<file path="src/include/sftr_pkg.sv">
`default_nettype none
package sftr_pkg;
   localparam logic [7:0] OFS_RX_LOW = 8'h00;
   localparam logic [7:0] OFS_RX_HIGH = 8'h04;
   localparam logic [7:0] OFS_TX_LOW = 8'h08;
   localparam logic [7:0] OFS_TX_HIGH = 8'h0C;
   localparam logic [7:0] OFS_STATUS = 8'h10;
   localparam logic [7:0] OFS_CTRL_B = 8'h14;
   localparam logic [7:0] OFS_CTRL_C = 8'h18;
   localparam logic [7:0] OFS_BAUD = 8'h1C;
   // receive high: data8, parity, frame, overflow, receive complete
   localparam int RH_D8 = 0;
   localparam int RH_PARITY_ERROR_FLAG = 1;
   localparam int RH_FRAME_ERROR_FLAG = 2;
   localparam int RH_OVF = 6;
   localparam int RH_RXC = 7;
   // status bits
   localparam int ST_DRE = 5;
   localparam int ST_TXC = 6;
   localparam int ST_RXC = 7;
   // control_b bits
   localparam int CB_RXEN = 7;
   localparam int CB_TXEN = 6;
   localparam int CB_ONEWIRE = 3;
   localparam int CB_LIN = 2;
   localparam int CB_DBL = 1;
   // control_c: mode [7:6], parity [5:4], two stops 3, size [2:0]
   localparam int CC_ORDER = 2;
   localparam logic [1:0] MODE_SPI = 2'h3;
   localparam logic [1:0] PAR_EVEN = 2'h2;
   localparam logic [1:0] PAR_ODD = 2'h3;
   localparam logic [2:0] SIZE_9 = 3'h7;
   localparam logic [7:0] CTRL_C_RST = 8'h03;
   localparam logic [15:0] BAUD_RST = 16'h0000;
   localparam logic [7:0] LIN_SYNC = 8'h55;
   localparam logic [4:0] SMP_NORM = 5'h10;
   localparam logic [4:0] SMP_DBL = 5'h08;
   localparam logic [1:0] RESP_OK = 2'h0;
   localparam logic [1:0] RESP_ERR = 2'h2;
   typedef enum {TX_IDLE, TX_START, TX_DATA, TX_PAR, TX_STOP} sftr_tx_t;
   typedef enum {RX_IDLE, RX_BIT} sftr_rx_t;
endpackage
`default_nettype wire

</file>
<file path="src/rtl/sftr_engine.sv">
`default_nettype none
module sftr_engine (
   input wire logic aclk,
   input wire logic aresetn,
   input wire logic [7:0] s_axi_awaddr,
   input wire logic s_axi_awvalid,
   output logic s_axi_awready,
   input wire logic [31:0] s_axi_wdata,
   input wire logic [3:0] s_axi_wstrb,
   input wire logic s_axi_wvalid,
   output logic s_axi_wready,
   output logic [1:0] s_axi_bresp,
   output logic s_axi_bvalid,
   input wire logic s_axi_bready,
   input wire logic [7:0] s_axi_araddr,
   input wire logic s_axi_arvalid,
   output logic s_axi_arready,
   output logic [31:0] s_axi_rdata,
   output logic [1:0] s_axi_rresp,
   output logic s_axi_rvalid,
   input wire logic s_axi_rready,
   output logic txd_o,
   output logic txd_oe,
   input wire logic rxd_i,
   output logic xck_o,
   output logic xck_oe
);
   import sftr_pkg::*;

   // axi write and read channel latches
   logic aw_q, w_q;
   logic [7:0] awa_q;
   logic [31:0] wd_q;
   logic [3:0] ws_q;
   logic [1:0] bresp_q;
   logic bvalid_q;
   logic [31:0] rdata_q;
   logic [1:0] rresp_q;
   logic rvalid_q;
   // configuration
   logic [7:0] ctrl_b_q, ctrl_c_q;
   logic [15:0] baud_q, tick_cnt_q;
   logic tx_hi_q;
   // transmit state
   sftr_tx_t tx_st_q;
   logic [8:0] tx_buf_q, tx_sh_q;
   logic tx_full_q, tx_par_q, tx_stop2_q, tx_on_q, txc_q;
   logic [3:0] tx_idx_q;
   logic [4:0] tx_smp_q;
   logic txd_q, xck_q;
   logic [7:0] spi_rx_q;
   // receive state
   sftr_rx_t rx_st_q;
   logic [2:0] rx_sync_q;
   logic rx_line_q, rx_prev_q;
   logic [4:0] rx_smp_q;
   logic [3:0] rx_idx_q;
   logic [1:0] vote_q;
   logic [8:0] rx_dat_q;
   logic rx_pbit_q, lin_pid_q;
   logic [11:0] ent_q [2];
   logic [1:0] cnt_q;
   logic rd_q;

   // decoded configuration
   wire spi = ctrl_c_q[7:6] == MODE_SPI;
   wire par_en = ctrl_c_q[5] && !spi;
   wire par_odd = ctrl_c_q[5:4] == PAR_ODD;
   wire lsb_first = !spi || ctrl_c_q[CC_ORDER];
   wire rx_en = ctrl_b_q[CB_RXEN];
   wire tx_en = ctrl_b_q[CB_TXEN];
   wire [4:0] smp_per_bit = ctrl_b_q[CB_DBL] ? SMP_DBL : SMP_NORM;
   wire [4:0] smp_mid = {1'b0, smp_per_bit[4:1]};
   wire [3:0] nbits = spi ? 4'h8 : (ctrl_c_q[2:0] == SIZE_9) ? 4'h9
                     : {2'h0, ctrl_c_q[1:0]} + 4'h5;
   wire [8:0] dmask = 9'h1FF >> (4'h9 - nbits);
   wire tick = tick_cnt_q == baud_q;

   // axi decode
   wire wr_go = aw_q && w_q && !bvalid_q;
   wire rd_go = s_axi_arvalid && !rvalid_q;
   wire wr_map = awa_q[7:5] == 3'h0 && awa_q[1:0] == 2'h0;
   wire rd_map = s_axi_araddr[7:5] == 3'h0 && s_axi_araddr[1:0] == 2'h0;
   wire wr_b0 = wr_go && ws_q[0];
   wire wr_txl = wr_b0 && awa_q == OFS_TX_LOW;
   wire wr_txh = wr_b0 && awa_q == OFS_TX_HIGH;
   wire wr_st = wr_b0 && awa_q == OFS_STATUS;
   wire wr_cb = wr_b0 && awa_q == OFS_CTRL_B;
   wire wr_cc = wr_b0 && awa_q == OFS_CTRL_C;
   wire wr_bd = wr_go && awa_q == OFS_BAUD;
   wire pop = rd_go && s_axi_araddr == OFS_RX_LOW && cnt_q != 2'h0;
   wire [11:0] head = ent_q[rd_q];
   wire rxc = cnt_q != 2'h0;
   wire dre = !tx_full_q;

   assign s_axi_awready = !aw_q;
   assign s_axi_wready = !w_q;
   assign s_axi_bresp = bresp_q;
   assign s_axi_bvalid = bvalid_q;
   assign s_axi_arready = !rvalid_q;
   assign s_axi_rdata = rdata_q;
   assign s_axi_rresp = rresp_q;
   assign s_axi_rvalid = rvalid_q;

   // read mux, upper bits zero
   logic [31:0] rmux;
   always_comb begin
      rmux = 32'h0000_0000;
      case (s_axi_araddr)
         OFS_RX_LOW: rmux[7:0] = head[7:0];
         OFS_RX_HIGH: begin
            rmux[RH_D8] = head[8];
            rmux[RH_PARITY_ERROR_FLAG] = head[9];
            rmux[RH_FRAME_ERROR_FLAG] = head[10];
            rmux[RH_OVF] = head[11];
            rmux[RH_RXC] = rxc;
         end
         OFS_TX_HIGH: rmux[0] = tx_hi_q;
         OFS_STATUS: begin
            rmux[ST_RXC] = rxc;
            rmux[ST_TXC] = txc_q;
            rmux[ST_DRE] = dre;
         end
         OFS_CTRL_B: rmux[7:0] = ctrl_b_q;
         OFS_CTRL_C: rmux[7:0] = ctrl_c_q;
         OFS_BAUD: rmux[15:0] = baud_q;
         default: rmux = 32'h0000_0000;
      endcase
   end

   // address and data are taken in either order; response once both held
   always_ff @(posedge aclk) begin
      if (!aresetn) begin
         aw_q <= 1'b0;
         w_q <= 1'b0;
         awa_q <= 8'h00;
         wd_q <= 32'h0000_0000;
         ws_q <= 4'h0;
         bvalid_q <= 1'b0;
         bresp_q <= RESP_OK;
      end else begin
         if (s_axi_awvalid && !aw_q) begin
            aw_q <= 1'b1;
            awa_q <= s_axi_awaddr;
         end
         if (s_axi_wvalid && !w_q) begin
            w_q <= 1'b1;
            wd_q <= s_axi_wdata;
            ws_q <= s_axi_wstrb;
         end
         if (wr_go) begin
            aw_q <= 1'b0;
            w_q <= 1'b0;
            bvalid_q <= 1'b1;
            bresp_q <= wr_map ? RESP_OK : RESP_ERR;
         end else if (s_axi_bready) begin
            bvalid_q <= 1'b0;
         end
      end
   end

   // read answer registered one cycle after the address is taken
   always_ff @(posedge aclk) begin
      if (!aresetn) begin
         rvalid_q <= 1'b0;
         rdata_q <= 32'h0000_0000;
         rresp_q <= RESP_OK;
      end else if (rd_go) begin
         rvalid_q <= 1'b1;
         rdata_q <= rmux;
         rresp_q <= rd_map ? RESP_OK : RESP_ERR;
      end else if (s_axi_rready) begin
         rvalid_q <= 1'b0;
      end
   end

   // configuration registers
   always_ff @(posedge aclk) begin
      if (!aresetn) begin
         ctrl_b_q <= 8'h00;
         ctrl_c_q <= CTRL_C_RST;
         baud_q <= BAUD_RST;
         tx_hi_q <= 1'b0;
      end else begin
         if (wr_cb) ctrl_b_q <= wd_q[7:0];
         if (wr_cc) ctrl_c_q <= wd_q[7:0];
         if (wr_bd && ws_q[0]) baud_q[7:0] <= wd_q[7:0];
         if (wr_bd && ws_q[1]) baud_q[15:8] <= wd_q[15:8];
         if (wr_txh) tx_hi_q <= wd_q[0];
      end
   end

   // sample tick divider: one pulse every baud+1 clocks
   always_ff @(posedge aclk) begin
      if (!aresetn || tick) tick_cnt_q <= 16'h0000;
      else tick_cnt_q <= tick_cnt_q + 16'h0001;
   end

   // transmit frame sequencing
   wire [4:0] tx_len = spi ? 5'h02 : smp_per_bit;
   wire tx_bit_end = tick && tx_smp_q == tx_len - 5'h01;
   wire tx_can_load = tx_full_q && tx_on_q;
   wire [8:0] tx_ld = tx_buf_q & dmask;
   wire tx_ld_par = ^tx_ld ^ par_odd;
   wire [3:0] tx_pos = lsb_first ? tx_idx_q : 4'h7 - tx_idx_q;
   // the line shows the next bit on the edge that ends the current one, never on a rising xck
   wire [3:0] tx_idx_nx = (tx_bit_end && tx_st_q == TX_DATA) ? tx_idx_q + 4'h1 : tx_idx_q;
   wire [3:0] tx_pos_nx = lsb_first ? tx_idx_nx : 4'h7 - tx_idx_nx;
   wire tx_last = tx_idx_q == nbits - 4'h1;
   wire tx_frame_end = tx_bit_end && ((tx_st_q == TX_STOP && !tx_stop2_q)
                      || (spi && tx_st_q == TX_DATA && tx_last));
   wire spi_rx_smp = spi && tx_st_q == TX_DATA && tick && tx_smp_q == 5'h00;
   wire tx_load = tx_can_load && (tx_st_q == TX_IDLE || tx_frame_end);

   sftr_tx_t tx_nx;
   always_comb begin
      tx_nx = tx_st_q;
      case (tx_st_q)
         TX_IDLE: if (tx_load) tx_nx = spi ? TX_DATA : TX_START;
         TX_START: if (tx_bit_end) tx_nx = TX_DATA;
         TX_DATA: begin
            if (tx_bit_end && tx_last) tx_nx = spi ? TX_IDLE : par_en ? TX_PAR : TX_STOP;
         end
         TX_PAR: if (tx_bit_end) tx_nx = TX_STOP;
         TX_STOP: if (tx_frame_end) tx_nx = TX_IDLE;
         default: tx_nx = TX_IDLE;
      endcase
      // back-to-back frames skip the idle state entirely
      if (tx_load && tx_st_q != TX_IDLE) tx_nx = spi ? TX_DATA : TX_START;
   end

   // line level for each state; idle and stop bits are high
   logic txd_d;
   always_comb begin
      case (tx_nx)
         TX_START: txd_d = 1'b0;
         TX_DATA: txd_d = tx_load ? (lsb_first ? tx_ld[0] : tx_ld[7]) : tx_sh_q[tx_pos_nx];
         TX_PAR: txd_d = tx_par_q;
         default: txd_d = 1'b1;
      endcase
   end

   always_ff @(posedge aclk) begin
      if (!aresetn) begin
         tx_st_q <= TX_IDLE;
         tx_sh_q <= 9'h000;
         tx_par_q <= 1'b0;
         tx_stop2_q <= 1'b0;
         tx_idx_q <= 4'h0;
         tx_smp_q <= 5'h00;
      end else begin
         tx_st_q <= tx_nx;
         if (tx_load) begin
            tx_sh_q <= tx_ld;
            tx_par_q <= tx_ld_par;
            tx_idx_q <= 4'h0;
            tx_smp_q <= 5'h00;
            tx_stop2_q <= 1'b0;
         end else if (tick && tx_st_q != TX_IDLE) begin
            tx_smp_q <= tx_bit_end ? 5'h00 : tx_smp_q + 5'h01;
            if (tx_bit_end && tx_st_q == TX_DATA) tx_idx_q <= tx_idx_q + 4'h1;
            // second stop bit entered when enabled
            if (tx_bit_end && tx_st_q == TX_STOP) tx_stop2_q <= 1'b0;
            else if (tx_bit_end && tx_nx == TX_STOP) tx_stop2_q <= ctrl_c_q[3];
         end
      end
   end

   // transmit buffer, completion flag and deferred disable
   wire txc_set = tx_frame_end && !tx_full_q;
   always_ff @(posedge aclk) begin
      if (!aresetn) begin
         tx_buf_q <= 9'h000;
         tx_full_q <= 1'b0;
         txc_q <= 1'b0;
         tx_on_q <= 1'b0;
      end else begin
         if (wr_txl && dre) begin
            tx_buf_q <= {tx_hi_q, wd_q[7:0]};
            tx_full_q <= 1'b1;
         end else if (tx_load) begin
            tx_full_q <= 1'b0;
         end
         // a completion in the same cycle as the clear wins
         if (txc_set) txc_q <= 1'b1;
         else if (wr_st && wd_q[ST_TXC]) txc_q <= 1'b0;
         if (tx_en) tx_on_q <= 1'b1;
         else if (tx_st_q == TX_IDLE && !tx_full_q) tx_on_q <= 1'b0;
      end
   end

   // pin drive; txd_oe follows the transmitter, xck_oe only in spi
   always_ff @(posedge aclk) begin
      if (!aresetn) begin
         txd_q <= 1'b1;
         xck_q <= 1'b0;
      end else begin
         txd_q <= txd_d;
         xck_q <= spi && tx_nx == TX_DATA && tx_smp_q == 5'h00 && tick && !tx_load;
         if (tx_load) xck_q <= 1'b0;
         else if (!(spi && tick)) xck_q <= xck_q;
      end
   end
   assign txd_o = txd_q;
   assign txd_oe = tx_on_q;
   assign xck_o = xck_q;
   assign xck_oe = tx_on_q && spi;

   // rx pin synchroniser; a change counts once stages two and three agree
   always_ff @(posedge aclk) begin
      if (!aresetn) begin
         rx_sync_q <= 3'h7;
         rx_line_q <= 1'b1;
      end else begin
         rx_sync_q <= {rx_sync_q[1:0], rxd_i};
         if (rx_sync_q[1] == rx_sync_q[2]) rx_line_q <= rx_sync_q[2];
      end
   end

   // receive bit recovery
   wire rx_go = rx_en && !spi;
   wire fall = rx_prev_q && !rx_line_q;
   wire decide = tick && rx_st_q == RX_BIT && rx_smp_q == smp_mid + 5'h02;
   wire vote = (vote_q[0] & vote_q[1]) | (vote_q[0] & rx_line_q)
               | (vote_q[1] & rx_line_q);
   wire [3:0] rx_stop_idx = nbits + {3'h0, par_en} + 4'h1;
   wire rx_is_stop = rx_idx_q == rx_stop_idx;
   wire rx_done = decide && rx_is_stop;
   wire [8:0] rx_m = rx_dat_q & dmask;
   wire par_bad = rx_pbit_q != (^rx_m ^ par_odd);
   wire pid_bad = rx_m[6] != (rx_m[0] ^ rx_m[1] ^ rx_m[2] ^ rx_m[4])
                  || rx_m[7] != !(rx_m[1] ^ rx_m[3] ^ rx_m[4] ^ rx_m[5]);
   wire lin = ctrl_b_q[CB_LIN];
   wire parity_error_flag = lin ? lin_pid_q && pid_bad : par_en && par_bad;

   always_ff @(posedge aclk) begin
      if (!aresetn || !rx_go) begin
         rx_st_q <= RX_IDLE;
         rx_prev_q <= 1'b1;
         rx_smp_q <= 5'h00;
         rx_idx_q <= 4'h0;
         vote_q <= 2'h3;
         rx_dat_q <= 9'h000;
         rx_pbit_q <= 1'b0;
      end else if (tick) begin
         rx_prev_q <= rx_line_q;
         if (rx_smp_q == smp_mid) vote_q[0] <= rx_line_q;
         if (rx_smp_q == smp_mid + 5'h01) vote_q[1] <= rx_line_q;
         case (rx_st_q)
            RX_IDLE: begin
               if (fall) begin
                  rx_st_q <= RX_BIT;
                  rx_smp_q <= 5'h02; // this edge took sample one
                  rx_idx_q <= 4'h0;
               end
            end
            RX_BIT: begin
               rx_smp_q <= rx_smp_q == smp_per_bit ? 5'h01 : rx_smp_q + 5'h01;
               if (rx_smp_q == smp_per_bit) rx_idx_q <= rx_idx_q + 4'h1;
               if (decide) begin
                  if (rx_idx_q == 4'h0 && vote) rx_st_q <= RX_IDLE; // noise spike
                  if (rx_is_stop) rx_st_q <= RX_IDLE;
                  if (rx_idx_q != 4'h0 && rx_idx_q <= nbits) begin
                     rx_dat_q[rx_idx_q - 4'h1] <= vote;
                  end
                  if (par_en && rx_idx_q == nbits + 4'h1) rx_pbit_q <= vote;
               end
            end
            default: rx_st_q <= RX_IDLE;
         endcase
      end
   end

   // spi receive bits are taken on the leading clock edge
   always_ff @(posedge aclk) begin
      if (!aresetn) spi_rx_q <= 8'h00;
      else if (spi_rx_smp) spi_rx_q[tx_pos[2:0]] <= rx_line_q;
   end

   // LIN: the frame after a sync byte is the protected identifier
   always_ff @(posedge aclk) begin
      if (!aresetn || !lin) lin_pid_q <= 1'b0;
      else if (rx_done) lin_pid_q <= rx_m[7:0] == LIN_SYNC;
   end

   // two-entry receive buffer, flags held with each frame
   wire spi_push = rx_en && spi && tx_frame_end;
   wire push = rx_done || spi_push;
   wire [11:0] new_ent = spi_push ? {3'h0, 1'b0, spi_rx_q}
                         : {1'b0, !vote, parity_error_flag, rx_m};
   wire full = cnt_q == 2'h2;
   wire wr_idx = rd_q ^ cnt_q[0];
   always_ff @(posedge aclk) begin
      if (!aresetn || !rx_en) begin
         cnt_q <= 2'h0;
         rd_q <= 1'b0;
         ent_q[0] <= 12'h000;
         ent_q[1] <= 12'h000;
      end else begin
         if (push && !full) ent_q[wr_idx] <= new_ent;
         // full buffer keeps its data; outside spi the newest entry records the loss
         if (push && full && !spi) ent_q[!rd_q][11] <= 1'b1;
         if (pop) rd_q <= !rd_q;
         if (push && !full && !pop) cnt_q <= cnt_q + 2'h1;
         else if (pop && !(push && !full)) cnt_q <= cnt_q - 2'h1;
      end
   end
endmodule
`default_nettype wire

</file>
<file path="config.mk">
export PLATFORM = sky130hd
export DESIGN_NAME = sftr_engine
export DESIGN_NICKNAME = d
export VERILOG_FILES = /design/src/include/sftr_pkg.sv /design/src/rtl/sftr_engine.sv
export SDC_FILE = /design/constraint.sdc
export NUM_CORES = 1
export LEC_CHECK = 0
export BUFFER_PORTS_ARGS = -buffer_cell sky130_fd_sc_hd__clkbuf_2
export CORE_MARGIN = 3
export CORE_UTILIZATION = 40
export CTS_CLUSTER_SIZE = 40
export DETAILED_ROUTE_END_ITERATION = 10
export PLACE_DENSITY_LB_ADDON = 0.08
export REMOVE_ABC_BUFFERS = 1
export SLEW_MARGIN = 20
export SYNTH_ARGS = -nofsm -noshare
export SYNTH_HDL_FRONTEND = slang
export SYNTH_SLANG_ARGS = --single-unit
export TNS_END_PERCENT = 50
</file>
<file path="constraint.sdc">
create_clock -name aclk -period 8.9 [get_ports aclk]
set_input_delay 0.89 -clock aclk [delete_from_list [all_inputs] [get_ports aclk]]
set_output_delay 0.89 -clock aclk [all_outputs]
set_load 0.03 [all_outputs]
</file>
# --- Yosys cells after proc, flatten, opt, wreduce, memory -nomap -nowiden ---
# Memories as Yosys holds them, arrays and structs flattened. A register that Yosys moved wholly into a read port is not among the register bits.
# Index checks and enable logic that the tools add are counted.
word_totals:
  ff_bits: 235
  input_bits: 60
  wordCells: 339
  mem_bits_rw: 24
  memories: 1
  output_inout_bits: 45
mem_list:
  columns: ["name", "depth", "word_bits", "read_ports", "rd_ports_with_merged_regs", "wr", "line", "text"]
  rows:
  - ["ent_q", 2, 12, 1, 1, 2, "sftr_engine.sv:61", "logic [11:0] ent_q [2];"]
classes:
  shifts: 1
  n_mux: 80
  reduce_logical: 126
  n_eq_ne: 47
  n_addsub: 19
  n_lt_le_gt_ge: 6
  bitwise_logic: 17
op_table:
  columns: ["cell", "count"]
  rows:
  - ["32-bit 2-to-1 mux", 10]
  - ["32-bit by 2-bit == test with 1-bit output (second input constant)", 5]
  - ["32-bit one-hot mux with 5 select lines", 1]
  - ["32-bit by 1-bit == test with 1-bit output (second input constant)", 3]
  - ["32-bit by 3-bit == test with 1-bit output (second input constant)", 3]
  - ["32-bit logical NOT", 3]
  - ["32-bit by 4-bit == test with 1-bit output (second input constant)", 2]
  - ["8-bit by 5-bit == test with 1-bit output (second input constant)", 8]
  - ["32-bit one-hot mux with 2 select lines", 1]
  - ["1-bit logical AND", 63]
  - ["32-bit nonzero test", 1]
  - ["1-bit 2-to-1 mux", 31]
  - ["5-bit 2-to-1 mux", 5]
  - ["8-bit by 4-bit == test with 1-bit output (second input constant)", 3]
  - ["12-bit 2-to-1 mux", 2]
  - ["4-bit 2-to-1 mux", 6]
  - ["12-bit OR reduction", 2]
  - ["5-bit == test", 4]
  - ["1-bit logical NOT", 19]
  - ["9-bit AND", 2]
  - ["2-bit nonzero test", 9]
  - ["9-bit parity", 2]
  - ["16-bit by 1-bit adder with 16-bit output (second input constant)", 1]
  - ["4-bit by 1-bit adder with 4-bit output (second input constant)", 4]
  - ["61 further kinds", 106]

# --- Longest topological paths before layout ---
logic_depth:
  depth_word: 18
  depth_mapped: 19
  ltp_nobuf: 18

# --- Worst setup path before layout ---
# Ideal clock, no wire load.
synth_timing:
  kind: "flip-flop to flip-flop"
  from: "register ctrl_c_q[0]"
  to: "memory ent_q[0][0] (enable)"
  path_buffers: 1
  period_less_slack_ps: 3505
  setup_ps: 355
  path_stages_with_launch: 17
  path_slack_ps: 5395
  arrival_time_ps: 3150
  cell_sequence: "dfxtp_1 > ha_1 > a21boi_0 > nor2_1 > inv_1 > ha_1 > inv_1 > ha_1 > xnor2_1 > nand2_1 > o22ai_1 > nand3_1 > nor2_1 > a31oi_1 > or3_1 > buf_2 > nand3_1"
synth_rtl:
  columns: ["element", "line", "text"]
  rows:
  - ["start, declared", "sftr_engine.sv:41", "logic [7:0] ctrl_b_q, ctrl_c_q;"]
  - ["start signal, assigned", "sftr_engine.sv:186", "if (wr_cc) ctrl_c_q <= wd_q[7:0];"]
  - ["end, declared", "sftr_engine.sv:61", null]

==> run metrics <==
number of distinct library cells after synthesis=between 80 and 90; hold crit path type=register to register; fin util=0.470; Sinks on Clock Net=227; Iter 0 DRT Violations=approximately 500; die height=174 um; Crit path largest cell delay=640 ps; Crit path depth=15; Period minus WS final=4400 ps; CP Cell Sequence=ha_1 -> a21boi_0 -> nor2_1 -> inv_1 -> ha_1 -> inv_1 -> ha_1 -> xnor2_1 -> nand2_1 -> o22ai_1 -> nand3_1 -> nor2_1 -> a31oi_1 -> or3_1 -> nand3_1; PostCTS Resize Cnt=0; Post-DP Area=~12000 um^2; CP endpoint kind=register; met1 Track Usage GR=0.255; asr flop ratio synth=0; FMAX=0.227 GHz; final hold vios=0; antenna-violating nets left=0; Seq/Total Area, Yosys=0.424; DRC=0; global-route wire length before repair=45300 um; Max-Cap Viols=0; Worst Tran Pin Value=just over 1000 ps; Most common cell on crit path=ha_1; EDFF count, synth=24; Setup TNS Final=0 ps; WP buf/inv=2; worst r2r src=ctrl_c_q[0]; Root Driver=clkbuf_16; Yosys reg bits=227; n_diodes=0; setup bufs post-CTS=0; Core Region=27300 um^2; CTS tree=built; P per Cell Area=179 nW/um^2; clock buffer depth=3; Die X=174 um; Cells after Synth=1266; most frequent cells in the layout=203 x dfxtp_1, 179 x nand2_1, 107 x nor2_1, 72 x nor2b_1, 67 x clkbuf_2; Setup crit end=ent_q[1][1]; commonest non-fill, non-tap cell in the layout=dfxtp_1; Critical Path RT=just over 9000 ps; Worst setup SP type=register; CTS clk-pin slew, worst paths=60 ps; Slew Limit Headroom=0.328; Routed Wire Length=28100 um; Worst Setup Path Type=register to register; critical path arrival=around 4600 ps; period utilization=0.494; final-report setup violation count=0; Final Slew Violations=0; unrepaired setup endpoints after global routing=false; total power=between 2 and 2.5 mW; Synth area leader=dfxtp_1; maximum VDD drop=0.185 mV; WHS Path Cells=1; Layout Nets=1431; vias in the first global route=8239; R2R Path End=ent_q[1][1]; outcome=completed; slowest cell on the critical path=or3_1; Max H-tree Level=1; top cell type's share of synthesized area=0.360; synth top area cells=dfxtp_1 36%, edfxtp_1 6.4%, nand2_1 5.9%; clk_lat worst skew=540 ps; Worst Path Max Fanout=12; setup slack, reg-to-reg=4500 ps; die area=30300 um^2; CTS Hold Bufs=0; busiest grt layer=met2; Syn Area/Cell=8.92 um^2; worst r2r path cells=15; main flop type after synthesis=dfxtp_1; Row Count=60; port bufs=just under 70; total CTS buffers=26; GR Overflow Total=0; Yosys Warn Count=0; Mapped Area=11300 um^2; P&R area growth vs syn=13.7%; Vias=8640; drt wl/cell=16.3 um; first-pass detailed-route iteration total=4; met3 usage=0.0284; worst hold slack=400 ps; Worst Skew=12.4 ps; share of layout cells above drive strength 1=0.111; GRT met2 Usage=0.297; largest net degree at the start of global routing=50; Largest delay share family, worst path=simple AND/OR/NAND/NOR gates; Initial Utilization=0.413; num ports=roughly 110; GP Congestion=0.911; design area=12800 um^2; DP Wirelength=~21000 um; Leak Pwr=5.05 nW; via/cell ratio=5.00; Overall Global Routing Usage=0.182; worst setup path start=ctrl_c_q[0]; initial antenna violation count=0
through the flow:
| stage | cells | worst slack [ps] |
|---|---|---|
| floorplan | 1234 | 5410 |
| global placement | 1679 | 4460 |
| detailed placement | 1679 | 4450 |
| CTS | 1727 | 4460 |
| global route | 1727 | 4110 |
| finish | 1727 | 4500 |
registers in the layout, indices dropped and copies added (netlist names), 5 cells and up, named ones only:
register	count
tick_cnt_q	16
ent_q	24
ctrl_b_q	8
tx_st_q	32
s_axi_rdata	16
rx_dat_q	9
ctrl_c_q	8
tx_smp_q	5
spi_rx_q	8
awa_q	8
tx_buf_q	9
wd_q	16
tx_sh_q	9
baud_q	16
rx_smp_q	5
power breakdown:
part           switching, mW  internal (mW)
Clock                  0.434          0.709
Sequential            0.0146           1.05
Combinational         0.0570         0.0310
Total                  0.506           1.79
cells in the mapped netlist, types with 7 or more instances:
cell type / n
nand2_1: 179
or3_1: 11
nand2b_1: 13
nor2_1: 107
and3_1: 14
o21ai_0: 43
nand3b_1: 8
a21oi_1: 42
a21boi_0: 26
edfxtp_1: 24
nand4_1: 9
buf_4: 18
xnor2_1: 39
nor3_1: 18
xor2_1: 41
and2_1: 15
inv_1: 27
clkbuf_1: 50
ha_1: 36
o211a_1: 7
dfxtp_1: 203
mux2i_1: 61
nand3_1: 52
a22oi_1: 10
a21boi_1: 9
nor2b_1: 72
nor4_1: 16
mux2_2: 9
o21ai_1: 10
how the worst min path moves through the flow:
stage	from	end	slack, ps
detailed placement	rx_sync_q[0]	rx_sync_q[1]	390
finish	rx_sync_q[0]	rx_sync_q[1]	400
floorplan	rx_sync_q[0]	rx_sync_q[1]	390
global placement	rx_sync_q[0]	rx_sync_q[1]	400
global route	rx_sync_q[0]	rx_sync_q[1]	430
CTS	rx_sync_q[0]	rx_sync_q[1]	400
worst reg2reg max path: cells and delay by family (launching register included):
| family | cells | cell delay, ps |
|---|---|---|
| simple gates | 6 | 1940 |
| compound gates | 3 | 770 |
| fa+ha+maj | 3 | 570 |
| flops | 1 | 370 |
| buf+inv | 2 | 210 |
| xor+xnor | 1 | 180 |
logic make-up after synthesis:
| family | Yosys count | synth area share |
|---|---|---|
| compound gates | 197 | 0.119 |
| xor+xnor | 80 | 0.0620 |
| fa+ha+maj | 37 | 0.0408 |
| buf+inv | 105 | 0.0433 |
| flops | 227 | 0.424 |
| mux | 75 | 0.0713 |
| other cells | 1 | 0.000332 |
| simple gates | 544 | 0.240 |
layout make-up:
cell class,count,area (um^2)
Clock buffer,36,718
Clock inverter,12,199
Fill cell,2718,14500
Inverter,27,101
Multi-Input combinational cell,980,6200
Sequential cell,227,4780
Tap cell,372,465
Timing Repair Buffer,73,380
routing by layer:
layer,routed length (um),vias up,part of all wire
li1,-,4452,-
met5,0,-,0
met3,1030,40,0.037
met4,583,0,0.021
met2,12800,139,0.45
met1,13700,4009,0.49
Note: power is estimated with default switching activity, not from simulation.
